### src/rtl/buck_seq_regs.svh
/*
  Timing counts, step layout and reset values for the triple buck sequencer.
  Assumes inclusion by the sequencer package and modules; definitions only.
*/
`ifndef BUCK_SEQ_REGS_SVH
`define BUCK_SEQ_REGS_SVH

`define SS_TOTAL_CYCLES 2048
`define SS_STEPS 64
`define SS_STEP_CYCLES (`SS_TOTAL_CYCLES / `SS_STEPS)
`define STEP_CODE_W 6
`define STEP_CODE_FULL 6'h3F
`define STEP_CODE_ZERO 6'h00
`define CL_LIMIT 4'h8
`define CL_CLEAN_CYCLES 2'h3
`define HICCUP_CYCLES 4096
`define CLK_PERIOD_NS 40
`define DEAD_TIME_NS 35
`define DEAD_CYCLES ((`DEAD_TIME_NS + `CLK_PERIOD_NS - 1) / `CLK_PERIOD_NS)
`define PHASE_W 6
`define PHASE_PERIOD 6'h30
`define PHASE_THIRD 6'h10

`endif

### src/rtl/buck_seq_pkg.sv
/*
  Types shared by the triple buck sequencer.
  Assumes the timing header is available on the include path.
*/
package buck_seq_pkg;
  `include "buck_seq_regs.svh"

  typedef logic [`STEP_CODE_W-1:0] step_code_t;
  typedef logic [`PHASE_W-1:0] phase_t;

  typedef enum logic [2:0] {
    CH_OFF,
    CH_SOFT_START,
    CH_RUN,
    CH_SOFT_STOP,
    CH_HICCUP
  } ch_state_e;
endpackage : buck_seq_pkg

### src/rtl/buck_gate_drive.sv
/*
  One channel's gate driver with break-before-make and prebias hold-off.
  Assumes a PWM request already phased and a run permission from the sequencer.
*/
`timescale 1ns/100ps
module buck_gate_drive (
  input wire logic SYS_CLK,
  input wire logic NRST,
  input wire logic run,
  input wire logic prebias_hold,
  input wire logic pwm_on,
  output logic high_side_drive,
  output logic low_side_drive
);
  import buck_seq_pkg::*;

  logic armed_r;
  logic [1:0] dead_r;
  logic want_hi;

  // While prebias_hold is set, both switches stay off until the comparator first asks for an on pulse.
  always_ff @(posedge SYS_CLK) begin
    if (!NRST || !run) begin
      armed_r <= 1'b0;
    end else if (pwm_on) begin
      armed_r <= 1'b1;
    end
  end

  assign want_hi = pwm_on;

  always_ff @(posedge SYS_CLK) begin
    if (!NRST || !run) begin
      high_side_drive <= 1'b0;
      low_side_drive <= 1'b0;
      dead_r <= 2'h0;
    end else if (!armed_r && !pwm_on && prebias_hold) begin
      high_side_drive <= 1'b0;
      low_side_drive <= 1'b0;
      dead_r <= 2'h0;
    end else if (want_hi && !high_side_drive) begin
      low_side_drive <= 1'b0;
      if (low_side_drive || dead_r < 2'(`DEAD_CYCLES)) begin
        dead_r <= low_side_drive ? 2'h0 : dead_r + 2'h1;
      end else begin
        high_side_drive <= 1'b1;
        dead_r <= 2'h0;
      end
    end else if (!want_hi && !low_side_drive) begin
      high_side_drive <= 1'b0;
      if (high_side_drive || dead_r < 2'(`DEAD_CYCLES)) begin
        dead_r <= high_side_drive ? 2'h0 : dead_r + 2'h1;
      end else begin
        low_side_drive <= 1'b1;
        dead_r <= 2'h0;
      end
    end
  end
endmodule : buck_gate_drive

### src/rtl/triple_buck_softstart_sequencer.sv
/*
  Digital sequencing core of a triple-output synchronous buck controller.
  Assumes analog comparators deliver flags synchronous in level to SYS_CLK,
  which runs at 48 times the switching frequency, and external gate drivers follow
  the drive outputs.
*/
// How it works
// - Nothing operates until the supply lockout flag reports supply good.
// - During lockout drivers, oscillator and logic stay in shut-down state.
// - Soft-start begins after lockout release and channel enable above turn-on.
// - Reference rises from zero in equal steps over the soft-start interval.
// - After the last step the reference holds at full value.
// - Tracking variant soft-stops a channel when its enable falls below turn-off.
// - Soft-stop lowers reference to zero in equal steps over the interval.
// - Sequencing variant keeps both switches off until first PWM on request.
// - In sequencing variant, first pulse only when ramping reference exceeds sensed feedback.
// - Dead time separates turning one switch off and the other on.
// - All channels switch at one frequency, a third of a period apart.
// - Ratiometric tracking steps all three references from one common sequence.
// - Slave hiccup on tracking makes master and other slave soft-stop.
// - Master hiccup on tracking makes both slaves soft-stop ratiometrically.
// - After hiccup timeout every channel restarts with its configured soft-start.
// - Thermal shutdown or lockout stops switching at once without ramp.
// - Tracking variant needs master enable high before any channel starts.
// - Over eight current-limit cycles forces drives low for hiccup timeout.
`timescale 1ns/100ps
module triple_buck_softstart_sequencer #(
  parameter int HICCUP_CYCLES = `HICCUP_CYCLES
) (
  input wire logic SYS_CLK,
  input wire logic NRST,
  input wire logic TRACKING_VARIANT,
  input wire logic RATIOMETRIC,
  input wire logic SUPPLY_GOOD,
  input wire logic THERMAL_SHUTDOWN,
  input wire logic [2:0] ENABLE_ON,
  input wire logic [2:0] ENABLE_OFF_LOW,
  input wire logic [2:0] CURRENT_LIMIT,
  input wire logic [2:0] PWM_COMPARE,
  input wire logic [2:0] REF_ABOVE_FEEDBACK,
  output logic [2:0] HIGH_SIDE_DRIVE,
  output logic [2:0] LOW_SIDE_DRIVE,
  output buck_seq_pkg::step_code_t REF_CODE_0,
  output buck_seq_pkg::step_code_t REF_CODE_1,
  output buck_seq_pkg::step_code_t REF_CODE_2,
  output logic [2:0] CLOCK_PHASE,
  output logic [2:0] HICCUP_ACTIVE
);
  import buck_seq_pkg::*;

  localparam int HW = $clog2(HICCUP_CYCLES + 1);

  // Two-stage synchronisers for every flag except PWM_COMPARE and REF_ABOVE_FEEDBACK.
  logic [10:0] sync1_r;
  logic [10:0] sync2_r;
  logic [10:0] raw_flags;
  logic supply_ok;
  logic hot;
  logic [2:0] en_on;
  logic [2:0] en_low;
  logic [2:0] cl_flag;

  assign raw_flags = {SUPPLY_GOOD, THERMAL_SHUTDOWN, ENABLE_ON, ENABLE_OFF_LOW, CURRENT_LIMIT};

  always_ff @(posedge SYS_CLK) begin
    if (!NRST) begin
      sync1_r <= 11'h000;
      sync2_r <= 11'h000;
    end else begin
      sync1_r <= raw_flags;
      sync2_r <= sync1_r;
    end
  end

  assign supply_ok = sync2_r[10];
  assign hot = sync2_r[9];
  assign en_on = sync2_r[8:6];
  assign en_low = sync2_r[5:3];
  assign cl_flag = sync2_r[2:0];

  logic shut_down;
  assign shut_down = !supply_ok || hot;

  // Phase oscillator, held at zero during shut-down.
  phase_t phase_r;
  always_ff @(posedge SYS_CLK) begin
    if (!NRST || shut_down) begin
      phase_r <= '0;
    end else if (phase_r == `PHASE_PERIOD - 6'h01) begin
      phase_r <= '0;
    end else begin
      phase_r <= phase_r + 6'h01;
    end
  end

  function automatic logic in_phase(input phase_t ph, input logic [1:0] ch);
    phase_t start;
    phase_t rel;
    start = 6'(ch * `PHASE_THIRD);
    rel = (ph >= start) ? ph - start : ph + `PHASE_PERIOD - start;
    return rel < `PHASE_THIRD;
  endfunction : in_phase

  // Common step timer: one tick every thirty-two cycles, shared by all channels.
  logic [4:0] step_div_r;
  logic step_tick;
  always_ff @(posedge SYS_CLK) begin
    if (!NRST || shut_down) begin
      step_div_r <= 5'h00;
    end else begin
      step_div_r <= step_div_r + 5'h01;
    end
  end
  assign step_tick = step_div_r == 5'(`SS_STEP_CYCLES - 1);

  ch_state_e state_r [3];
  step_code_t code_r [3];
  logic [3:0] cl_count_r [3];
  logic [1:0] clean_r [3];
  logic [HW-1:0] hic_r [3];
  logic [2:0] trip;
  logic [2:0] in_hiccup;
  logic any_hiccup_done;
  logic [2:0] hic_done;

  genvar g;
  generate
    for (g = 0; g < 3; g++) begin : g_hiccup
      assign in_hiccup[g] = state_r[g] == CH_HICCUP;
      assign trip[g] = cl_count_r[g] > `CL_LIMIT;
      assign hic_done[g] = in_hiccup[g] && hic_r[g] == HW'(HICCUP_CYCLES - 1);

      // Cumulative current-limit counter cleared by three clean cycles.
      always_ff @(posedge SYS_CLK) begin
        if (!NRST || shut_down || in_hiccup[g]) begin
          cl_count_r[g] <= 4'h0;
          clean_r[g] <= 2'h0;
        end else if (cl_flag[g]) begin
          cl_count_r[g] <= cl_count_r[g] + 4'h1;
          clean_r[g] <= 2'h0;
        end else if (clean_r[g] == `CL_CLEAN_CYCLES - 2'h1) begin
          cl_count_r[g] <= 4'h0;
          clean_r[g] <= 2'h0;
        end else begin
          clean_r[g] <= clean_r[g] + 2'h1;
        end
      end

      always_ff @(posedge SYS_CLK) begin
        if (!NRST || !in_hiccup[g]) begin
          hic_r[g] <= '0;
        end else if (!hic_done[g]) begin
          hic_r[g] <= hic_r[g] + HW'(1);
        end
      end
    end
  endgenerate

  assign any_hiccup_done = |hic_done;

  // Tracking fault coupling: a hiccup anywhere ramps the others down.
  logic [2:0] fault_stop;
  assign fault_stop[0] = TRACKING_VARIANT && (in_hiccup[1] || in_hiccup[2]);
  assign fault_stop[1] = TRACKING_VARIANT && (in_hiccup[0] || in_hiccup[2]);
  assign fault_stop[2] = TRACKING_VARIANT && (in_hiccup[0] || in_hiccup[1]);

  logic [2:0] start_ok;
  logic [2:0] stop_req;
  logic [2:0] run;
  logic [2:0] pwm_req;

  // Ratiometric channels enter their ramps in the same cycle, except that after a hiccup
  // the channel leaving it enters one cycle after the others, and step on the one
  // shared tick, so their codes stay equal without copying the master's code,
  // which would leave the slaves one step behind.

  generate
    for (g = 0; g < 3; g++) begin : g_chan
      assign start_ok[g] = TRACKING_VARIANT ? (en_on[0] && (g == 0 || RATIOMETRIC || en_on[g]))
                                            : en_on[g];
      assign stop_req[g] = (TRACKING_VARIANT && (en_low[g] || (g != 0 && en_low[0]
                           && RATIOMETRIC))) || fault_stop[g];

      always_ff @(posedge SYS_CLK) begin
        if (!NRST || shut_down) begin
          state_r[g] <= CH_OFF;
          code_r[g] <= `STEP_CODE_ZERO;
        end else begin
          case (state_r[g])
            CH_OFF: begin
              if (start_ok[g] && !(|in_hiccup)) begin
                state_r[g] <= CH_SOFT_START;
                code_r[g] <= `STEP_CODE_ZERO;
              end
            end
            CH_SOFT_START: begin
              if (trip[g]) begin
                state_r[g] <= CH_HICCUP;
              end else if (stop_req[g] || !start_ok[g] && !TRACKING_VARIANT) begin
                state_r[g] <= TRACKING_VARIANT ? CH_SOFT_STOP : CH_OFF;
              end else if (step_tick) begin
                code_r[g] <= code_r[g] + 6'h01;
                if (code_r[g] == `STEP_CODE_FULL - 6'h01) begin
                  state_r[g] <= CH_RUN;
                end
              end
            end
            CH_RUN: begin
              code_r[g] <= `STEP_CODE_FULL;
              if (trip[g]) begin
                state_r[g] <= CH_HICCUP;
              end else if (stop_req[g]) begin
                state_r[g] <= CH_SOFT_STOP;
              end else if (!start_ok[g] && !TRACKING_VARIANT) begin
                state_r[g] <= CH_OFF;
              end
            end
            CH_SOFT_STOP: begin
              if (trip[g]) begin
                state_r[g] <= CH_HICCUP;
              end else if (step_tick) begin
                if (code_r[g] != `STEP_CODE_ZERO) begin
                  code_r[g] <= code_r[g] - 6'h01;
                end
                if (code_r[g] == `STEP_CODE_ZERO) begin
                  state_r[g] <= CH_OFF;
                end
              end
            end
            CH_HICCUP: begin
              code_r[g] <= `STEP_CODE_ZERO;
              if (hic_done[g]) begin
                state_r[g] <= CH_OFF;
              end
            end
            default: begin
              state_r[g] <= CH_OFF;
            end
          endcase
          if (any_hiccup_done && state_r[g] == CH_OFF && start_ok[g]) begin
            state_r[g] <= CH_SOFT_START;
            code_r[g] <= `STEP_CODE_ZERO;
          end
        end
      end

      assign run[g] = state_r[g] == CH_SOFT_START || state_r[g] == CH_RUN
                      || state_r[g] == CH_SOFT_STOP;
      // The PWM request is gated to the channel's third of the period.
      assign pwm_req[g] = PWM_COMPARE[g] && in_phase(phase_r, 2'(g))
                          && (TRACKING_VARIANT || REF_ABOVE_FEEDBACK[g]
                          || state_r[g] != CH_SOFT_START);

      buck_gate_drive u_drive (
        .SYS_CLK(SYS_CLK),
        .NRST(NRST),
        .run(run[g] && !shut_down),
        .prebias_hold(!TRACKING_VARIANT && state_r[g] == CH_SOFT_START),
        .pwm_on(pwm_req[g]),
        .high_side_drive(HIGH_SIDE_DRIVE[g]),
        .low_side_drive(LOW_SIDE_DRIVE[g])
      );
    end
  endgenerate

  // Reference codes and status leave through flip-flops.
  always_ff @(posedge SYS_CLK) begin
    if (!NRST) begin
      REF_CODE_0 <= `STEP_CODE_ZERO;
      REF_CODE_1 <= `STEP_CODE_ZERO;
      REF_CODE_2 <= `STEP_CODE_ZERO;
      HICCUP_ACTIVE <= 3'h0;
      CLOCK_PHASE <= 3'h0;
    end else begin
      REF_CODE_0 <= code_r[0];
      REF_CODE_1 <= code_r[1];
      REF_CODE_2 <= code_r[2];
      HICCUP_ACTIVE <= in_hiccup;
      CLOCK_PHASE <= shut_down ? 3'h0 : {in_phase(phase_r, 2'h2), in_phase(phase_r, 2'h1),
                                         in_phase(phase_r, 2'h0)};
    end
  end
endmodule : triple_buck_softstart_sequencer

### config.mk
export PLATFORM = sky130hd
export DESIGN_NAME = triple_buck_softstart_sequencer
export DESIGN_NICKNAME = d
export VERILOG_FILES = /design/src/rtl/buck_seq_pkg.sv /design/src/rtl/buck_gate_drive.sv /design/src/rtl/triple_buck_softstart_sequencer.sv
export VERILOG_INCLUDE_DIRS = /design/src /design/src/rtl
export SDC_FILE = /design/constraint.sdc
export NUM_CORES = 1
export LEC_CHECK = 0
export ABC_AREA = 1
export BUFFER_PORTS_ARGS = -buffer_cell sky130_fd_sc_hd__buf_2
export CAP_MARGIN = 40
export CORE_MARGIN = 10
export CORE_UTILIZATION = 41
export CTS_CLUSTER_SIZE = 12
export DETAILED_ROUTE_END_ITERATION = 16
export HOLD_SLACK_MARGIN = 0.1
export PLACE_DENSITY = 0.67
export REMOVE_ABC_BUFFERS = 1
export SYNTH_ARGS = -nofsm -noshare
export SYNTH_HDL_FRONTEND = slang
export SYNTH_HIERARCHICAL = 1
export SYNTH_SLANG_ARGS = --single-unit
### constraint.sdc
create_clock -name SYS_CLK -period 2.1 [get_ports SYS_CLK]
set_clock_uncertainty 0.05 [all_clocks]
set_input_delay 0.315 -clock SYS_CLK [delete_from_list [all_inputs] [get_ports SYS_CLK]]
set_output_delay 0.315 -clock SYS_CLK [all_outputs]
set_load 0.1 [all_outputs]
# After elaboration in Yosys (flattened, before gate mapping)
# Memory sizes are Yosys's and may differ from the RTL's.
# Index checks and enable logic that the tools add are counted.
[word_totals]
regBits = 72
mem_bits_rw = 84
in_bits = 21
out_inout_bits = 30
word_cells = 687
memories = 5
[memory_table]
columns = ["memory", "depth", "word_bits", "rd", "rd_clocked_by_memory_dff", "write_ports", "line_no", "rtl"]
rows = [
  ["hic_r", 3, 13, 3, 0, 3, "triple_buck_softstart_sequencer.sv:120", "logic [HW-1:0] hic_r [3];"],
  ["code_r", 3, 6, 3, 0, 3, "triple_buck_softstart_sequencer.sv:117", "step_code_t code_r [3];"],
  ["cl_count_r", 3, 4, 3, 0, 3, "triple_buck_softstart_sequencer.sv:118", "logic [3:0] cl_count_r [3];"],
  ["state_r", 3, 3, 3, 0, 3, "triple_buck_softstart_sequencer.sv:116", "ch_state_e state_r [3];"],
  ["clean_r", 3, 2, 3, 0, 3, "triple_buck_softstart_sequencer.sv:119", "logic [1:0] clean_r [3];"],
]
[op_classes]
add_sub_neg = 25
order_cmp = 12
eq_ne = 29
n_mux = 372
n_bitwise = 76
n_reduce_logical = 147
[ops]
columns = ["cell", "n"]
rows = [
  ["1-bit 2-to-1 mux", 278],
  ["6-bit 2-to-1 mux", 21],
  ["3-bit 2-to-1 mux", 36],
  ["1-bit bitwise OR", 72],
  ["2-bit 2-to-1 mux", 28],
  ["1-bit logical AND", 48],
  ["1-bit logical OR", 42],
  ["13-bit by 1-bit adder with 13-bit output, second input constant", 3],
  ["13-bit by 12-bit equality test with 1-bit output, second input constant", 3],
  ["13-bit 2-to-1 mux", 3],
  ["1-bit logical NOT", 26],
  ["6-bit by 1-bit adder with 6-bit output, second input constant", 4],
  ["6-bit equality test, second input constant", 4],
  ["4-bit 2-to-1 mux", 6],
  ["3-bit by 2-bit equality test with 1-bit output, second input constant", 6],
  ["6-bit logical NOT", 3],
  ["6-bit by 5-bit less-than comparator with 1-bit output, second input constant", 3],
  ["6-bit nonzero test", 3],
  ["6-bit by 1-bit subtractor with 6-bit output, second input constant", 3],
  ["3-bit OR reduction", 5],
  ["5-bit OR reduction", 3],
  ["2-bit by 1-bit adder with 2-bit output, second input constant", 6],
  ["4-bit by 1-bit adder with 4-bit output, second input constant", 3],
  ["4-bit greater-than comparator, second input constant", 3],
  ["19 further kinds", 49],
]

# Depth between registers and ports, before layout
[logic_depth]
word_depth = 21
mapped_depth = 12
mapped_depth_nobuf = 12

# Hierarchy
# The synthesis kept the hierarchy.
[modules_own_cells]
columns = ["mod", "n_inst", "cells_per_inst", "area_per_inst_um2", "seq_area_each_um2"]
rows = [
  ["triple_buck_softstart_sequencer", 1, 855, 7288.2, 3663.5],
  ["buck_gate_drive", 3, 45, 279.0, 100.1],
]

# Worst setup path after synthesis
# No wires, ideal clock.
[synth_timing]
path_type = "flip-flop to flip-flop"
startpoint = "reg step_div_r[0]"
endpoint = "mem code_r[2][0] in the netlist's numbering, enable pin"
t_arrival_ps = 1603
path_slack_ps = 128
path_stages_with_launch = 12
cell_sequence = "dfxtp_1 ha_1 nand2_1 nor2_1 ha_1 nand2_1 inv_1 nand2_1 nor2_2 inv_2 nand4_1 or2_1"
[synth_rtl]
columns = ["item", "line_no", "rtl"]
rows = [
  ["from (decl)", "triple_buck_softstart_sequencer.sv:105", "logic [4:0] step_div_r;"],
  ["from (signal assigned)", "triple_buck_softstart_sequencer.sv:111", "step_div_r <= step_div_r + 5'h01;"],
  ["to (decl)", "triple_buck_softstart_sequencer.sv:117", ""],
]

==> flow_summary.ini <==
[grt]
grt_pass1_wl_um = 28700
track_usage_pct = 13.3
first_global_vias = 6326
globalRouteOverflowTotal = 0
grt_max_degree = 39
antenna_found_initial = 1

[cts]
h-tree-depth = 4
cts-root-buf = clkbuf_16
clock_latency_ns = 0.43
cts_made_buffers = 17
clockBufferDepth = 2
cts_tree = done
clk_pin_slew_ns = 0.06
numClockSinks = 156

[logic_synthesis]
synth_seq_cells = 156
synth_ff_type = edfxtp_1
ys_types = 45
synth_area_um2 = 8130
async_reset_ff_share_pct = 0
netlist_instances = 990
postSynthAreaPerCell_um2 = 8.21
ys_warn_count = 6
synth_edf_count = 84
ys_seq_area_share_pct = 48.8

[power]
p_clk_share_pct = 45.1
power_density_nw_per_um2 = 681
combinationalPowerShare_pct = 5.3
p_total_uw = 6620
p_switching_uw = 1500
p_leak_uw = 0.00445
sw_frac_of_total_pct = 22.7
vdd_drop_max_uv = 521
seq_power_share_pct = 49.5
internal_power_uw = 5120

[place]
placed_cell_area_um2 = 8920
dp_cells = 1328
io_buffers = 50
pre_cts_slack_ns = -0.0165
dp_hpwl_um = 12500
gp_congestion = 0.918

[sta]
rsz0062_at_grt = yes
fin_crit_ns = 2.01
max_slew_margin_pct = 66.0
tns_ns = 0
min_period_over_period_pct = 95.5
setup_viol = 0
tightest_slew_ns = 0.505
hold_viol_final = 0
setup_ws_ns = 0.0948
fmax_mhz = 499
final_max_slew_viol_count = 0

[drt]
drtIter0Drc = 326
drt_first_pass_iters = 5
wire_per_inst_um = 12.2
routed_wl_um = 16700
final_antenna_net_count = 0
viasPerCell = 4.70
vias = 6467
drc = 0

[cells_and_area]
final_nets = 1148
mostFrequentLayoutCells = nand2_1, inv_1, nor2_1
postLayoutCellArea_um2 = 9720
syn_to_final_growth_pct = 19.6
layout-drive-gt1-share_pct = 16.8
finalNonFillerCells = 1376
final_common_cell = nand2_1

[setup_path]
arrival_ns = 2.14
startpoint_type = flop
crit_path_end_kind = flop
required_ns = 2.23
critPathKind = reg2reg
max_stage_delay_ns = 0.41
cpMostUsedCell = nand2_1
cpMaxStageDelayCell = edfxtp_1
crit_chain = ha_1 -> nand2_1 -> nor2_4 -> nand2_1 -> nor2_2 -> nand3_1 -> nand3_2 -> nand2_2 -> o21ai_0 -> or2_4
worstPathMaxFanout = 6

[worst_hold_path]
hold_class = in2reg

[die]
num_rows = 51
die_area_um2 = 25800
initial_core_util_pct = 41.7
die_x_um = 161
io_pins = 51
core_area_um2 = 19500
die_h_um = 161

[run_status]
status = complete, no violations

[run]
maxCapViolCount = 0
## metal layers
layer | vias up | GRT usage (%) | routed length (um)
met4 | 0 | 4.38 | 225
li1 | 3393 | - | -
met5 | - | 0 | 0
met1 | 2940 | 16.8 | 8080
met2 | 112 | 21.5 | 7670
met3 | 22 | 3.58 | 765
## repair_timing
action,in CTS,in global routing
resized for setup,3,19
cloned,0,0
endpoints found under the setup margin,14,30
hold buffers,11,0
setup buffers,0,4
pin swaps,0,3
hold endpoints to repair,11,0
## power groups by stage
stage / sequential, uW / combinational, uW / clock, uW
after floorplan: 3390 / 169 / 0
after global placement: 3340 / 330 / 0
after detailed placement: 3340 / 333 / 0
after CTS: 3280 / 350 / 3070
after global routing: 3280 / 396 / 3170
final: 3280 / 354 / 2990
## sequential cells by signal (all words and copies together) (netlist names), 6 cells and up
register	flops
hic_r	39
code_r	18
cl_count_r	12
sync1_r	11
sync2_r	11
state_r	9
REF_CODE_0	6
REF_CODE_1	6
REF_CODE_2	6
clean_r	6
g_chan.u_drive/dead_r	6
phase_r	6
## cells in the mapped netlist, types with 3 or more instances
library cell  instances  share of area [%]
a21oi_2               3               0.32
nand3_2               5               0.62
nor4_1                4               0.31
buf_2                 6               0.37
xor2_1               27                2.9
buf_4                 3               0.28
o211ai_1              3               0.28
o21ai_0              22                1.4
dfxtp_1              72                 18
nand4_1              18                1.4
inv_2                 7               0.32
clkbuf_1              7               0.32
ha_1                 30                4.6
xnor2_1              13                1.4
nor2_4                6               0.83
nor2_2               10               0.77
nor2_1              152                7.0
a21oi_1              30                1.8
nand2_1             201                9.3
edfxtp_1             84                 31
nand3_1              71                4.4
inv_1               149                6.9
nand2_2               6               0.46
nor3_1               20                1.2
nor3b_1               6               0.55
o21ai_1               4               0.25
or2_2                 6               0.46
and3_1                3               0.23
## per-stage QoR
stage,hold slack (ns),utilization [%]
final,0.302,50.0
after global routing,0.316,49.9
after CTS,0.292,49.4
after detailed placement,0.345,45.9
after global placement,0.343,45.9
after floorplan,0.340,-
## logic make-up after synthesis
| family | Yosys count | share of synthesized area, % |
|---|---|---|
| AND/OR/NAND/NOR | 517 | 28.8 |
| buffers and inverters | 174 | 8.38 |
| XOR/XNOR | 40 | 4.31 |
| other | 1 | 0.0462 |
| flip-flops | 156 | 48.8 |
| adder cells (fa/ha/maj) | 30 | 4.62 |
| AO/OA/AOI/OAI | 72 | 5.08 |
## critical path: cells and delay by family (launching register included)
family,cells,cell delay (ns)
flops,1,0.41
compound gates,1,0.09
simple gates,8,0.98
fa+ha+maj,1,0.23
## area by class of cell
class,instances,area (um2)
repair buffers,100,682
fillers,1856,9740
clock buffers,24,526
inverters,157,591
well taps,265,332
clock inverters,8,50.0
diodes,1,2.50
flip-flops and latches,156,3970
multi-input cells,665,3570
## final timing paths
| kind | startpoint | end | slack [ns] | cells after the start |
|---|---|---|---|---|
| max | hic_r[2][0]$_SDFFCE_PN0P_ | code_r[2][3]$_SDFFCE_PP0P_ | 0.09 | 10 |
| min reg2reg | sync1_r[3]$_SDFF_PN0_ | sync2_r[3]$_SDFF_PN0_ | 0.36 | 2 |
| min | NRST | REF_CODE_2[2]$_SDFF_PN0_ | 0.30 | 4 |
| max reg2reg | hic_r[2][0]$_SDFFCE_PN0P_ | code_r[2][3]$_SDFFCE_PP0P_ | 0.09 | 10 |
Note: power is estimated with default switching activity, not from simulation.
